<file path="src/dsacf_pkg.sv">
/*
 * Shared constants and types for the per-stream register bank of the
 * eight-stream DMA controller: register offsets, field positions,
 * reset values and the encodings of direction and burst, with beats per burst.
 * Assumes a byte-addressed register port with twelve address bits and
 * 32-bit data, each register on one aligned word.
 */
package dsacf_pkg;

    // Geometry of the bank
    localparam int          NSTREAM        = 8;
    localparam int          NCHAN          = 8;
    localparam int          ADDR_W         = 12;
    localparam int          DATA_W         = 32;
    localparam int          COUNT_W        = 16;
    localparam int          NEVT           = 2 * NSTREAM;

    // Byte offsets of stream 0; stream n adds n times the stride
    localparam logic [11:0] STREAM_STRIDE  = 12'h018;
    localparam logic [11:0] OFF_CFG        = 12'h010;
    localparam logic [11:0] OFF_COUNT      = 12'h014;
    localparam logic [11:0] OFF_PADDR      = 12'h018;
    localparam logic [11:0] OFF_FIRST_BUFFER_ADDRESS     = 12'h01c;
    localparam logic [11:0] OFF_SECOND_BUFFER_ADDRESS     = 12'h020;
    localparam logic [11:0] OFF_FCTRL      = 12'h024;
    // Interrupt registers, above the last stream
    localparam logic [11:0] OFF_IRQ_STATUS = 12'h100;
    localparam logic [11:0] OFF_IRQ_MASK   = 12'h104;

    // Configuration register fields
    localparam int          CFG_EN_BIT     = 0;
    localparam int          CFG_DIR_LSB    = 6;
    localparam int          CFG_CIRC_BIT   = 8;
    localparam int          CFG_DBM_BIT    = 18;
    localparam int          CFG_TARG_BIT   = 19;
    localparam int          CFG_MBURST_LSB = 23;
    localparam int          CFG_REQUEST_CHANNEL_SELECT_LSB  = 25;
    // FIFO control register fields
    localparam int          FC_FTH_LSB     = 0;
    localparam int          FC_DMOFF_BIT   = 2;
    localparam int          FC_FIFO_LEVEL_STATUS_LSB    = 3;
    localparam int          FC_FIFO_ERROR_IRQ_ENABLE_BIT   = 7;

    // Transfer direction codes
    typedef enum logic [1:0] {
        DSACF_P2M  = 2'b00,
        DSACF_M2P  = 2'b01,
        DSACF_M2M  = 2'b10,
        DSACF_RSVD = 2'b11
    } dsacf_dir_e;

    // Memory burst codes
    typedef enum logic [1:0] {
        DSACF_SINGLE = 2'b00,
        DSACF_INCR4  = 2'b01,
        DSACF_INCR8  = 2'b10,
        DSACF_INCR16 = 2'b11
    } dsacf_burst_e;

    // Beats per memory burst
    localparam logic [4:0]  BEATS_SINGLE   = 5'h01;
    localparam logic [4:0]  BEATS_INCR4    = 5'h04;
    localparam logic [4:0]  BEATS_INCR8    = 5'h08;
    localparam logic [4:0]  BEATS_INCR16   = 5'h10;

    // One stream's stored state
    typedef struct packed {
        logic               en;
        dsacf_dir_e         dir;
        logic               circ;
        logic               double_buffer_mode;
        logic               target;
        dsacf_burst_e       mburst;
        logic [2:0]         request_channel_select;
        logic [15:0]        count;
        logic [15:0]        orig;
        logic [31:0]        paddr;
        logic [31:0]        first_buffer_address;
        logic [31:0]        second_buffer_address;
        logic [1:0]         fth;
        logic               dmOff;
        logic               fifo_error_irq_enable;
    } dsacf_stream_s;

    // Whole bank state
    typedef struct packed {
        dsacf_stream_s [NSTREAM-1:0] strm;
        logic [31:0]                 rdata;
    } dsacf_regs_s;

    // Interrupt block state
    typedef struct packed {
        logic [NEVT-1:0]   status;
        logic [NEVT-1:0]   mask;
    } dsacf_irq_s;

    // Values after reset
    localparam dsacf_regs_s RESET_REGS     = '0;
    localparam dsacf_irq_s  RESET_IRQ      = '0;

endpackage

</file>
<file path="src/dsacf_irq.sv">
/*
 * Sticky interrupt status with a mask and one level interrupt line.
 * Assumes event pulses and the write strobes come from logic on the
 * same clock; software clears a status bit by writing a one to it.
 */
`timescale 1ns/100ps
`default_nettype none

module dsacf_irq (
    input  wire logic                         clk,
    input  wire logic                         nrst,
    input  wire logic [dsacf_pkg::NEVT-1:0]   evt,
    input  wire logic                         wrStatus,
    input  wire logic                         wrMask,
    input  wire logic [dsacf_pkg::NEVT-1:0]   wdata,
    output logic      [dsacf_pkg::NEVT-1:0]   status,
    output logic      [dsacf_pkg::NEVT-1:0]   mask,
    output logic                              irq
);
    import dsacf_pkg::*;

    dsacf_irq_s st_q;   // Registered state
    dsacf_irq_s st_d;   // Next state

    // Clear by one, but a new event in the same cycle survives
    always_comb begin
        st_d = st_q;
        if (wrStatus) begin
            st_d.status = st_q.status & ~wdata;
        end
        st_d.status = st_d.status | evt;
        if (wrMask) begin
            st_d.mask = wdata;
        end
    end

    // State register
    always_ff @(posedge clk) begin
        if (!nrst) begin
            st_q <= RESET_IRQ;
        end else begin
            st_q <= st_d;
        end
    end

    assign status = st_q.status;
    assign mask   = st_q.mask;
    // Level line, no edge: stays up until software clears or masks
    assign irq    = |(st_q.status & st_q.mask);

    // Event beside a clear must still be seen
    AST_SET_WINS_CLEAR: assert property (@(posedge clk) disable iff (!nrst)
        (wrStatus && |(evt & wdata)) |=> ((status & $past(evt)) == $past(evt)))
        else $error("event lost during status clear");

endmodule

`default_nettype wire

</file>
<file path="src/dsacf_regs.sv">
/*
 * Per-stream register bank of an eight-stream DMA controller: stream
 * configuration, item counter with reload, peripheral and two memory
 * base addresses with write protection, FIFO control and status, and
 * the interrupt status and mask.
 * Assumes the transfer engine runs on the same clock, pulses itemDone
 * once per completed item and fifoError once per FIFO fault, and
 * reports the FIFO level code of each stream as a steady level.
 */
`timescale 1ns/100ps
`default_nettype none

module dsacf_regs (
    input  wire logic                                     clk,
    input  wire logic                                     nrst,
    input  wire logic [dsacf_pkg::ADDR_W-1:0]             regAddr,
    input  wire logic [dsacf_pkg::DATA_W-1:0]             regWdata,
    input  wire logic                                     regWr,
    input  wire logic                                     regRd,
    output logic      [dsacf_pkg::DATA_W-1:0]             regRdata,
    input  wire logic [dsacf_pkg::NSTREAM-1:0]            itemDone,
    input  wire logic [dsacf_pkg::NSTREAM-1:0]            fifoError,
    input  wire logic [3*dsacf_pkg::NSTREAM-1:0]          fifoLevel,
    input  wire logic [dsacf_pkg::NCHAN*dsacf_pkg::NSTREAM-1:0] chanReq,
    output logic      [dsacf_pkg::NSTREAM-1:0]            streamEnable,
    output logic      [dsacf_pkg::NSTREAM-1:0]            streamReq,
    output logic      [dsacf_pkg::NSTREAM-1:0]            directMode,
    output logic      [2*dsacf_pkg::NSTREAM-1:0]          transferDir,
    output logic      [5*dsacf_pkg::NSTREAM-1:0]          memBurstBeats,
    output logic      [3*dsacf_pkg::NSTREAM-1:0]          fifoThreshold,
    output logic      [32*dsacf_pkg::NSTREAM-1:0]         periphAddr,
    output logic      [32*dsacf_pkg::NSTREAM-1:0]         memAddr,
    output logic                                          irq
);
    import dsacf_pkg::*;

    dsacf_regs_s           st_q;        // Registered state
    dsacf_regs_s           st_d;        // Next state
    logic [NSTREAM-1:0]    doneEvt;     // Block of items finished
    logic [NSTREAM-1:0]    fifoErrEvt;  // FIFO faults let through
    logic [NEVT-1:0]       irqStatus;   // Sticky status view
    logic [NEVT-1:0]       irqMask;     // Mask view
    logic                  wrIrqStatus; // Write hits status
    logic                  wrIrqMask;   // Write hits mask

    // Byte address of a register in stream n
    // per-stream address map
    function automatic logic [ADDR_W-1:0] stAddr(input int n, input logic [11:0] off);
        return off + 12'(n) * STREAM_STRIDE;
    endfunction

    // Beats of one memory burst; direct mode always moves singly
    function automatic logic [4:0] burstBeats(input dsacf_burst_e code, input logic direct);
        logic [4:0] beats;
        beats = BEATS_SINGLE;
        unique case (code)
            DSACF_SINGLE: beats = BEATS_SINGLE;
            DSACF_INCR4:  beats = BEATS_INCR4;
            DSACF_INCR8:  beats = BEATS_INCR8;
            DSACF_INCR16: beats = BEATS_INCR16;
        endcase
        if (direct) begin
            beats = BEATS_SINGLE;
        end
        return beats;
    endfunction

    // Configuration word as software sees it
    function automatic logic [31:0] cfgView(input dsacf_stream_s s);
        logic [1:0] burst;
        burst = s.dmOff ? s.mburst : DSACF_SINGLE;
        return {4'h0, s.request_channel_select, burst, 3'h0, s.target, s.double_buffer_mode, 9'h000,
                s.circ, s.dir, 5'h00, s.en};
    endfunction

    // Register writes, counter and read mux, all streams in one pass
    always_comb begin
        dsacf_stream_s s;
        logic          wrCfg;
        logic          wrCnt;
        logic          wrPad;
        logic          wrM0;
        logic          wrM1;
        logic          wrFc;
        s       = '0;
        wrCfg   = 1'b0;
        wrCnt   = 1'b0;
        wrPad   = 1'b0;
        wrM0    = 1'b0;
        wrM1    = 1'b0;
        wrFc    = 1'b0;
        st_d    = st_q;
        doneEvt = '0;
        // Read data live one cycle only, zero otherwise
        st_d.rdata = '0;
        for (int n = 0; n < NSTREAM; n++) begin
            s     = st_q.strm[n];
            wrCfg = regWr && (regAddr == stAddr(n, OFF_CFG));
            wrCnt = regWr && (regAddr == stAddr(n, OFF_COUNT));
            wrPad = regWr && (regAddr == stAddr(n, OFF_PADDR));
            wrM0  = regWr && (regAddr == stAddr(n, OFF_FIRST_BUFFER_ADDRESS));
            wrM1  = regWr && (regAddr == stAddr(n, OFF_SECOND_BUFFER_ADDRESS));
            wrFc  = regWr && (regAddr == stAddr(n, OFF_FCTRL));

            // Configuration word
            if (wrCfg) begin
                if (!st_q.strm[n].en) begin
                    if (regWdata[CFG_DIR_LSB +: 2] != DSACF_RSVD) begin
                        s.dir = dsacf_dir_e'(regWdata[CFG_DIR_LSB +: 2]);
                    end
                    s.circ   = regWdata[CFG_CIRC_BIT];
                    s.double_buffer_mode    = regWdata[CFG_DBM_BIT];
                    s.mburst = dsacf_burst_e'(regWdata[CFG_MBURST_LSB +: 2]);
                    s.request_channel_select  = regWdata[CFG_REQUEST_CHANNEL_SELECT_LSB +: 3];
                end
                s.target = regWdata[CFG_TARG_BIT];
                if (regWdata[CFG_EN_BIT] && !st_q.strm[n].en) begin
                    s.count = s.orig;
                end
                s.en = regWdata[CFG_EN_BIT];
            end

            if (wrCnt && !st_q.strm[n].en) begin
                s.count = regWdata[COUNT_W-1:0];
                s.orig  = regWdata[COUNT_W-1:0];
            end

            if (wrPad && !st_q.strm[n].en) begin
                s.paddr = regWdata;
            end
            // first buffer free unless the stream is enabled with target clear
            if (wrM0 && (!st_q.strm[n].en || st_q.strm[n].target)) begin
                s.first_buffer_address = regWdata;
            end
            // second buffer free unless the stream is enabled with target set
            if (wrM1 && (!st_q.strm[n].en || !st_q.strm[n].target)) begin
                s.second_buffer_address = regWdata;
            end

            // FIFO control word
            if (wrFc) begin
                s.fth = regWdata[FC_FTH_LSB +: 2];
                s.fifo_error_irq_enable = regWdata[FC_FIFO_ERROR_IRQ_ENABLE_BIT];
                if (!st_q.strm[n].en) begin
                    s.dmOff = regWdata[FC_DMOFF_BIT];
                end
            end

            if (st_q.strm[n].en && (st_q.strm[n].dir == DSACF_M2M)) begin
                s.dmOff = 1'b1;
            end

            // Item completion; an empty counter ignores stray pulses
            // count down per completed item
            if (st_q.strm[n].en && itemDone[n] && (st_q.strm[n].count != 16'h0000)) begin
                if (st_q.strm[n].count == 16'h0001) begin
                    doneEvt[n] = 1'b1;
                    if (st_q.strm[n].double_buffer_mode) begin
                        s.target = ~st_q.strm[n].target;
                    end
                    // circular reload, else finish at zero
                    if (st_q.strm[n].circ) begin
                        s.count = st_q.strm[n].orig;
                    end else begin
                        s.count = 16'h0000;
                        s.en    = 1'b0;
                    end
                end else begin
                    s.count = st_q.strm[n].count - 16'h0001;
                end
            end
            st_d.strm[n] = s;

            // Read mux, from the values before this cycle's write
            if (regRd) begin
                if (regAddr == stAddr(n, OFF_CFG)) begin
                    st_d.rdata = cfgView(st_q.strm[n]);
                end
                // high half of the counter reads zero
                if (regAddr == stAddr(n, OFF_COUNT)) begin
                    st_d.rdata = {16'h0000, st_q.strm[n].count};
                end
                if (regAddr == stAddr(n, OFF_PADDR)) begin
                    st_d.rdata = st_q.strm[n].paddr;
                end
                if (regAddr == stAddr(n, OFF_FIRST_BUFFER_ADDRESS)) begin
                    st_d.rdata = st_q.strm[n].first_buffer_address;
                end
                if (regAddr == stAddr(n, OFF_SECOND_BUFFER_ADDRESS)) begin
                    st_d.rdata = st_q.strm[n].second_buffer_address;
                end
                // bit 6 and the top bits read zero
                if (regAddr == stAddr(n, OFF_FCTRL)) begin
                    st_d.rdata = {24'h000000, st_q.strm[n].fifo_error_irq_enable, 1'b0,
                                  fifoLevel[3*n +: 3], st_q.strm[n].dmOff,
                                  st_q.strm[n].fth};
                end
            end
        end
        // Interrupt registers; unmapped reads give zero
        if (regRd && (regAddr == OFF_IRQ_STATUS)) begin
            st_d.rdata = {16'h0000, irqStatus};
        end
        if (regRd && (regAddr == OFF_IRQ_MASK)) begin
            st_d.rdata = {16'h0000, irqMask};
        end
    end

    // State register
    always_ff @(posedge clk) begin
        if (!nrst) begin
            st_q <= RESET_REGS;
        end else begin
            st_q <= st_d;
        end
    end

    assign regRdata    = st_q.rdata;
    assign wrIrqStatus = regWr && (regAddr == OFF_IRQ_STATUS);
    assign wrIrqMask   = regWr && (regAddr == OFF_IRQ_MASK);

    // Status bits: low half completions, high half FIFO faults
    dsacf_irq u_irq (
        .clk      (clk),
        .nrst     (nrst),
        .evt      ({fifoErrEvt, doneEvt}),
        .wrStatus (wrIrqStatus),
        .wrMask   (wrIrqMask),
        .wdata    (regWdata[NEVT-1:0]),
        .status   (irqStatus),
        .mask     (irqMask),
        .irq      (irq)
    );

    // Per-stream outputs towards the transfer engine
    for (genvar n = 0; n < NSTREAM; n++) begin : g_strm
        // FIFO fault reaches status only when enabled
        assign fifoErrEvt[n]          = fifoError[n] && st_q.strm[n].fifo_error_irq_enable;
        assign streamEnable[n]        = st_q.strm[n].en;
        assign directMode[n]          = !st_q.strm[n].dmOff;
        assign transferDir[2*n +: 2]  = st_q.strm[n].dir;
        assign streamReq[n]           = chanReq[NCHAN*n + int'(st_q.strm[n].request_channel_select)];
        assign memBurstBeats[5*n +: 5] = burstBeats(st_q.strm[n].mburst, !st_q.strm[n].dmOff);
        // quarters of capacity, zero in direct mode
        assign fifoThreshold[3*n +: 3] = st_q.strm[n].dmOff ?
                                         ({1'b0, st_q.strm[n].fth} + 3'h1) : 3'h0;
        assign periphAddr[32*n +: 32] = st_q.strm[n].paddr;
        // Second buffer is only used in double-buffer mode
        assign memAddr[32*n +: 32]    = (st_q.strm[n].double_buffer_mode && st_q.strm[n].target) ?
                                        st_q.strm[n].second_buffer_address : st_q.strm[n].first_buffer_address;

        AST_BURST_DECODE: assert property (@(posedge clk) disable iff (!nrst)
            (st_q.strm[n].dmOff && st_q.strm[n].mburst == DSACF_INCR16)
            |-> (memBurstBeats[5*n +: 5] == BEATS_INCR16))
            else $error("burst code not decoded to sixteen beats");

        AST_DIRECT_SINGLE: assert property (@(posedge clk) disable iff (!nrst)
            directMode[n] |-> (memBurstBeats[5*n +: 5] == BEATS_SINGLE))
            else $error("burst not single in direct mode");

        AST_REQ_SELECT: assert property (@(posedge clk) disable iff (!nrst)
            streamReq[n] == chanReq[NCHAN*n + int'(st_q.strm[n].request_channel_select)])
            else $error("wrong request line selected");

        AST_COUNT_HELD: assert property (@(posedge clk) disable iff (!nrst)
            (st_q.strm[n].en && !itemDone[n] && regWr)
            |=> (st_q.strm[n].count == $past(st_q.strm[n].count)))
            else $error("counter changed by software while enabled");

        AST_COUNT_DOWN: assert property (@(posedge clk) disable iff (!nrst)
            (st_q.strm[n].en && itemDone[n] && st_q.strm[n].count > 16'h0001)
            |=> (st_q.strm[n].count == $past(st_q.strm[n].count) - 16'h0001))
            else $error("counter did not step down by one");

        AST_FINISH_ZERO: assert property (@(posedge clk) disable iff (!nrst)
            (st_q.strm[n].en && itemDone[n] && !st_q.strm[n].circ
             && st_q.strm[n].count == 16'h0001)
            |=> (st_q.strm[n].count == 16'h0000 && !st_q.strm[n].en && doneEvt[n] == 1'b0))
            else $error("finished stream not zero and disabled");

        AST_ENABLE_RELOAD: assert property (@(posedge clk) disable iff (!nrst)
            $rose(st_q.strm[n].en) |-> (st_q.strm[n].count == st_q.strm[n].orig))
            else $error("count not reloaded on enable");

        AST_PADDR_LOCK: assert property (@(posedge clk) disable iff (!nrst)
            (st_q.strm[n].en && regWr && regAddr == stAddr(n, OFF_PADDR))
            |=> $stable(st_q.strm[n].paddr))
            else $error("peripheral address written while enabled");

        AST_M0_LOCK: assert property (@(posedge clk) disable iff (!nrst)
            (st_q.strm[n].en && !st_q.strm[n].target && regWr
             && regAddr == stAddr(n, OFF_FIRST_BUFFER_ADDRESS))
            |=> $stable(st_q.strm[n].first_buffer_address))
            else $error("first buffer written while in use");

        AST_M1_LOCK: assert property (@(posedge clk) disable iff (!nrst)
            (st_q.strm[n].en && st_q.strm[n].target && regWr
             && regAddr == stAddr(n, OFF_SECOND_BUFFER_ADDRESS))
            |=> $stable(st_q.strm[n].second_buffer_address))
            else $error("second buffer written while in use");

        AST_FORCE_FIFO: assert property (@(posedge clk) disable iff (!nrst)
            (st_q.strm[n].en && st_q.strm[n].dir == DSACF_M2M) |=> st_q.strm[n].dmOff)
            else $error("memory copy left in direct mode");

        AST_FIFO_ERR_GATE: assert property (@(posedge clk) disable iff (!nrst)
            (fifoError[n] && !st_q.strm[n].fifo_error_irq_enable && !irqStatus[NSTREAM+n])
            |=> !irqStatus[NSTREAM+n])
            else $error("suppressed FIFO error raised status");
    end

    // Reserved direction code never stored
    AST_DIR_NOT_RSVD: assert property (@(posedge clk) disable iff (!nrst)
        st_q.strm[0].dir != DSACF_RSVD)
        else $error("reserved direction code stored");

    // Read data stand exactly one cycle after a read strobe
    AST_READ_ONE_CYCLE: assert property (@(posedge clk) disable iff (!nrst)
        !$past(regRd) |-> (regRdata == 32'h00000000))
        else $error("read data present without a read");

endmodule

`default_nettype wire

</file>
<file path="config.mk">
export PLATFORM = sky130hd
export DESIGN_NAME = dsacf_regs
export DESIGN_NICKNAME = d
export VERILOG_FILES = /design/src/dsacf_pkg.sv /design/src/dsacf_irq.sv /design/src/dsacf_regs.sv
export SDC_FILE = /design/constraint.sdc
export NUM_CORES = 2
export LEC_CHECK = 0
export BUFFER_PORTS_ARGS = -buffer_cell sky130_fd_sc_hd__buf_2
export CORE_MARGIN = 8
export CORE_UTILIZATION = 39
export DETAILED_ROUTE_END_ITERATION = 10
export HOLD_SLACK_MARGIN = 0.08
export PLACE_DENSITY = 0.61
export SLEW_MARGIN = 5
export SYNTH_ARGS = -nofsm -noshare
export SYNTH_HDL_FRONTEND = slang
export SYNTH_SLANG_ARGS = --single-unit
</file>
<file path="constraint.sdc">
create_clock -name clk -period 3.35 [get_ports clk]
set_clock_uncertainty 0.15 [all_clocks]
set_input_delay 0.1675 -clock clk [delete_from_list [all_inputs] [get_ports clk]]
set_output_delay 0.1675 -clock clk [all_outputs]
set_load 0.1 [all_outputs]
</file>
==> summary.md <==
| Metric | Value |
|---|---|
| CTS tree | yes |
| Pre-CTS setup slack | -1.31 ns |
| Die area | between 150000 and 200000 um^2 |
| Slowest library cell on the worst path | a21oi_1 |
| Number of global-route vias before repair | 71300 |
| Max-slew headroom | 0.184 |
| DR vias | 77100 |
| Multi-input logic area | ~35000 um^2 |
| Setup ws final | -0.0728 ns |
| FFs w/ async S/R, synth | 0 |
| Final period util | 1.02 |
| Max-cap violations | 0 |
| P_leak | between 30 and 40 nW |
| Critical Path RT | between 3 and 4 ns |
| Pre-Repair DR Iteration Count | 9 |
| # rows | roughly 150 |
| Commonest non-fill, non-tap cell in the layout | nand2_1 |
| Maximum fanout along the worst path | 13 |
| Total CTS buffers | ~140 |
| Synth top area cells | dfxtp_1, nand2_1, a21oi_1 |
| Fin cells | 12200 |
| Most used cell, CP | buf_4 |
| Final TNS setup | -0.326 ns |
| Register area | roughly 24000 um^2 |
| Post-Syn Instances | slightly below 9000 |
| Critical path arrival | roughly 4 ns |
| Clk sinks | 1208 |
| Setup CP Type | input port to flip-flop |
| Worst-skew pair later-pin latency | approximately 0.8 ns |
| FILL cells | 16400 |
| Status | finished, violations left |
| EDFF count, synth | 0 |
| First-pass GRT wire length | ~570000 um |
| Violated checks | setup timing |
| Post-route cell area | 81400 um^2 |
| Dpl cell area | roughly 76000 um^2 |
| Flop and latch count out of synthesis | about 1200 |
| Final RePlAce weighted congestion | about 1.1 |
| Simple-gate share of the synthesized area | 0.226 |
| Crit-path max cell delay | 0.63 ns |
| Most frequent cells in the layout | nand2_1, a21oi_1, dfxtp_1, buf_4, buf_2 |
| Total Routing Usage GR | 0.435 |
| Post-Synth Adder-Cell Area | 0.00464 |
| Post-synthesis xor/xnor area fraction | 0.0125 |
| Min Tclk post-route | about 3.4 ns |
| Largest family of logic cells by synthesized area | compound AO/OA/AOI/OAI gates |
| VDD IR max | approximately 0.57 mV |
| PwrDens | around 410 nW/um^2 |
| Clock buffer depth | 3 |
| Number of hold violations in the final report | 0 |
| Total grt overflow | 0 |
| Syn_area_per_cell | roughly 7.3 um^2 |
| Area share of the leading cell type in the synthesized netlist | 0.374 |
| Min-Delay Path Class | input port to flip-flop |
| Top_reg_cell synth | dfxtp_1 |
| Chip Width | roughly 420 um |
| Synthesized area | around 65000 um^2 |
| Hold slack final | roughly 0.14 ns |
| Routed vias/inst | around 6.3 |
| Max H-tree Level | 4 |
| Largest net degree at the start of global routing | 78 |
| Final net count | around 10000 |
| Worst setup EP type | flip-flop |
| Synth cell types | 95 |
| Clock-pin slew on the worst setup and hold paths | 0.06 ns |
| Cells along the critical path | buf_2, buf_4, or4b_4, buf_6, nor3_2, buf_12, buf_4, a222oi_1, o21a_1, o21ai_0, o211ai_1, buf_4, a21oi_1, nor3_1, o22ai_1 |
| Routed WL | 415000 um |
| Initial DRC count | between 10000 and 15000 |
| Syn. warnings | 0 |
| # port buffers | 792 |
| Share of cells above drive strength 1 | 0.255 |
| Drt drc | 0 |
| Placed cells | roughly 12000 |
| Area grow syn2layout | 26.0% |
| Final setup viols | 8 |
| Initial core utilization | 0.392 |
| CORE AREA | 165000 um^2 |
| Routed wire per std cell | about 34 um |
| Compound-Gate Fraction of Synth Area | 0.237 |
| Post-synth top area cell | dfxtp_1 |
| Initial antenna violation count | 35 |
| Tot Pwr | 33.5 mW |
| Final Util | 0.494 |
| Root Buffer | clkbuf_16 |
| Measured slew at the worst slew-check pin | around 1.2 ns |
| IO Pins | about 800 |
| Maximum clock frequency | just under 300 MHz |
| Multiplexer share of the synthesized area | 0.0594 |
| Detail Placement HPWL | between 300000 and 400000 um |
| RSZ-0062 raised after global routing | yes |
| Remaining antenna violation count | 0 |
| Die height | between 400 and 500 um |
| Slew Limit Fails | 0 |
| Crit start category | input port |
| Sequential area share after synthesis | 0.374 |
## critical path, delay by kind of cell
kind / cells / cell delay (ns)
compound gates: 6 / 1.70
buf+inv: 6 / 1.15
simple gates: 3 / 0.96
## synth_stat cells (17+ instances only)
cell type and number:
a311oi_1 30, a211oi_1 72, o2111ai_1 21, o21a_1 17
a22oi_1 101, a2111oi_0 20, clkbuf_1 640, o21ai_0 294
a222oi_1 45, buf_2 80, buf_4 322, a21oi_1 1399
nand2_1 2347, xor2_1 30, a221o_1 29, o221ai_1 36
nor3_1 137, nand3_1 200, nor2_1 492, nand2b_1 20
and2_1 22, nand3b_1 17, a22o_1 27, xnor2_1 62
o211ai_1 52, mux2i_1 37, a31oi_1 79, inv_1 41
buf_1 45, a221oi_1 96, o22ai_1 74, and3_1 58
nor4_1 50, dfxtp_1 1208, mux2_2 276, ha_1 24
## report_power, final
part | internal [mW] | switching, mW
registers | 14.4 | 0.00249
logic | 0.589 | 1.70
clock network | 9.93 | 6.90
## metal layers
layer | wire, um | vias up | global-route usage
met2 | 176000 | 5584 | 0.651
met4 | 43000 | 14 | 0.359
met5 | 105 | - | 0
met1 | 150000 | 37400 | 0.526
met3 | 45200 | 1494 | 0.107
li1 | - | 32600 | -
## what timing repair did
item / CTS / global route
hold endpoints to repair: 1050 / 0
hold buffers: 69 / 0
resized for setup: 22 / 21
pin swaps: 3 / 4
endpoints found under the setup margin: 12 / 21
setup buffers: 0 / 2
## state kept, by name, summed over array words and instances (netlist names)
register	cells
st_q	864
transferDir	16
streamEnable	8
u_irq.status	16
u_irq.mask	16
periphAddr	256
regRdata	32
## cells by family (layout without fill, tap and decap cells)
family	Yosys count	after routing
AND/OR/NAND/NOR	3483	3483
AO/OA/AOI/OAI	2543	2543
flip-flops	1208	1208
buffers and inverters	1134	2261
multiplexers	329	329
XOR/XNOR	92	92
adder cells (fa/ha/maj)	24	24
other	1	32
## worst paths after layout
| kind | slack, ns | endpoint | cells after the start | from |
|---|---|---|---|---|
| setup / recovery | -0.07 | regRdata[28] | 15 | regAddr[3] |
| hold reg to reg | 0.31 | st_q[1143] | 2 | st_q[1143] |
| hold / removal | 0.14 | u_irq.status[10] | 4 | fifoError[2] |
| setup reg to reg | -0.07 | regRdata[0] | 11 | st_q[148] |
## final cells by class
class	count	area share
multi-input cells	6479	0.432
flip-flops and latches	1208	0.297
repair buffers	1962	0.173
clock buffers	197	0.0509
well taps	2189	0.0336
clock inverters	59	0.0103
inverters	43	0.00207
diodes	24	0.000737
(Power assumes the default switching activity.)
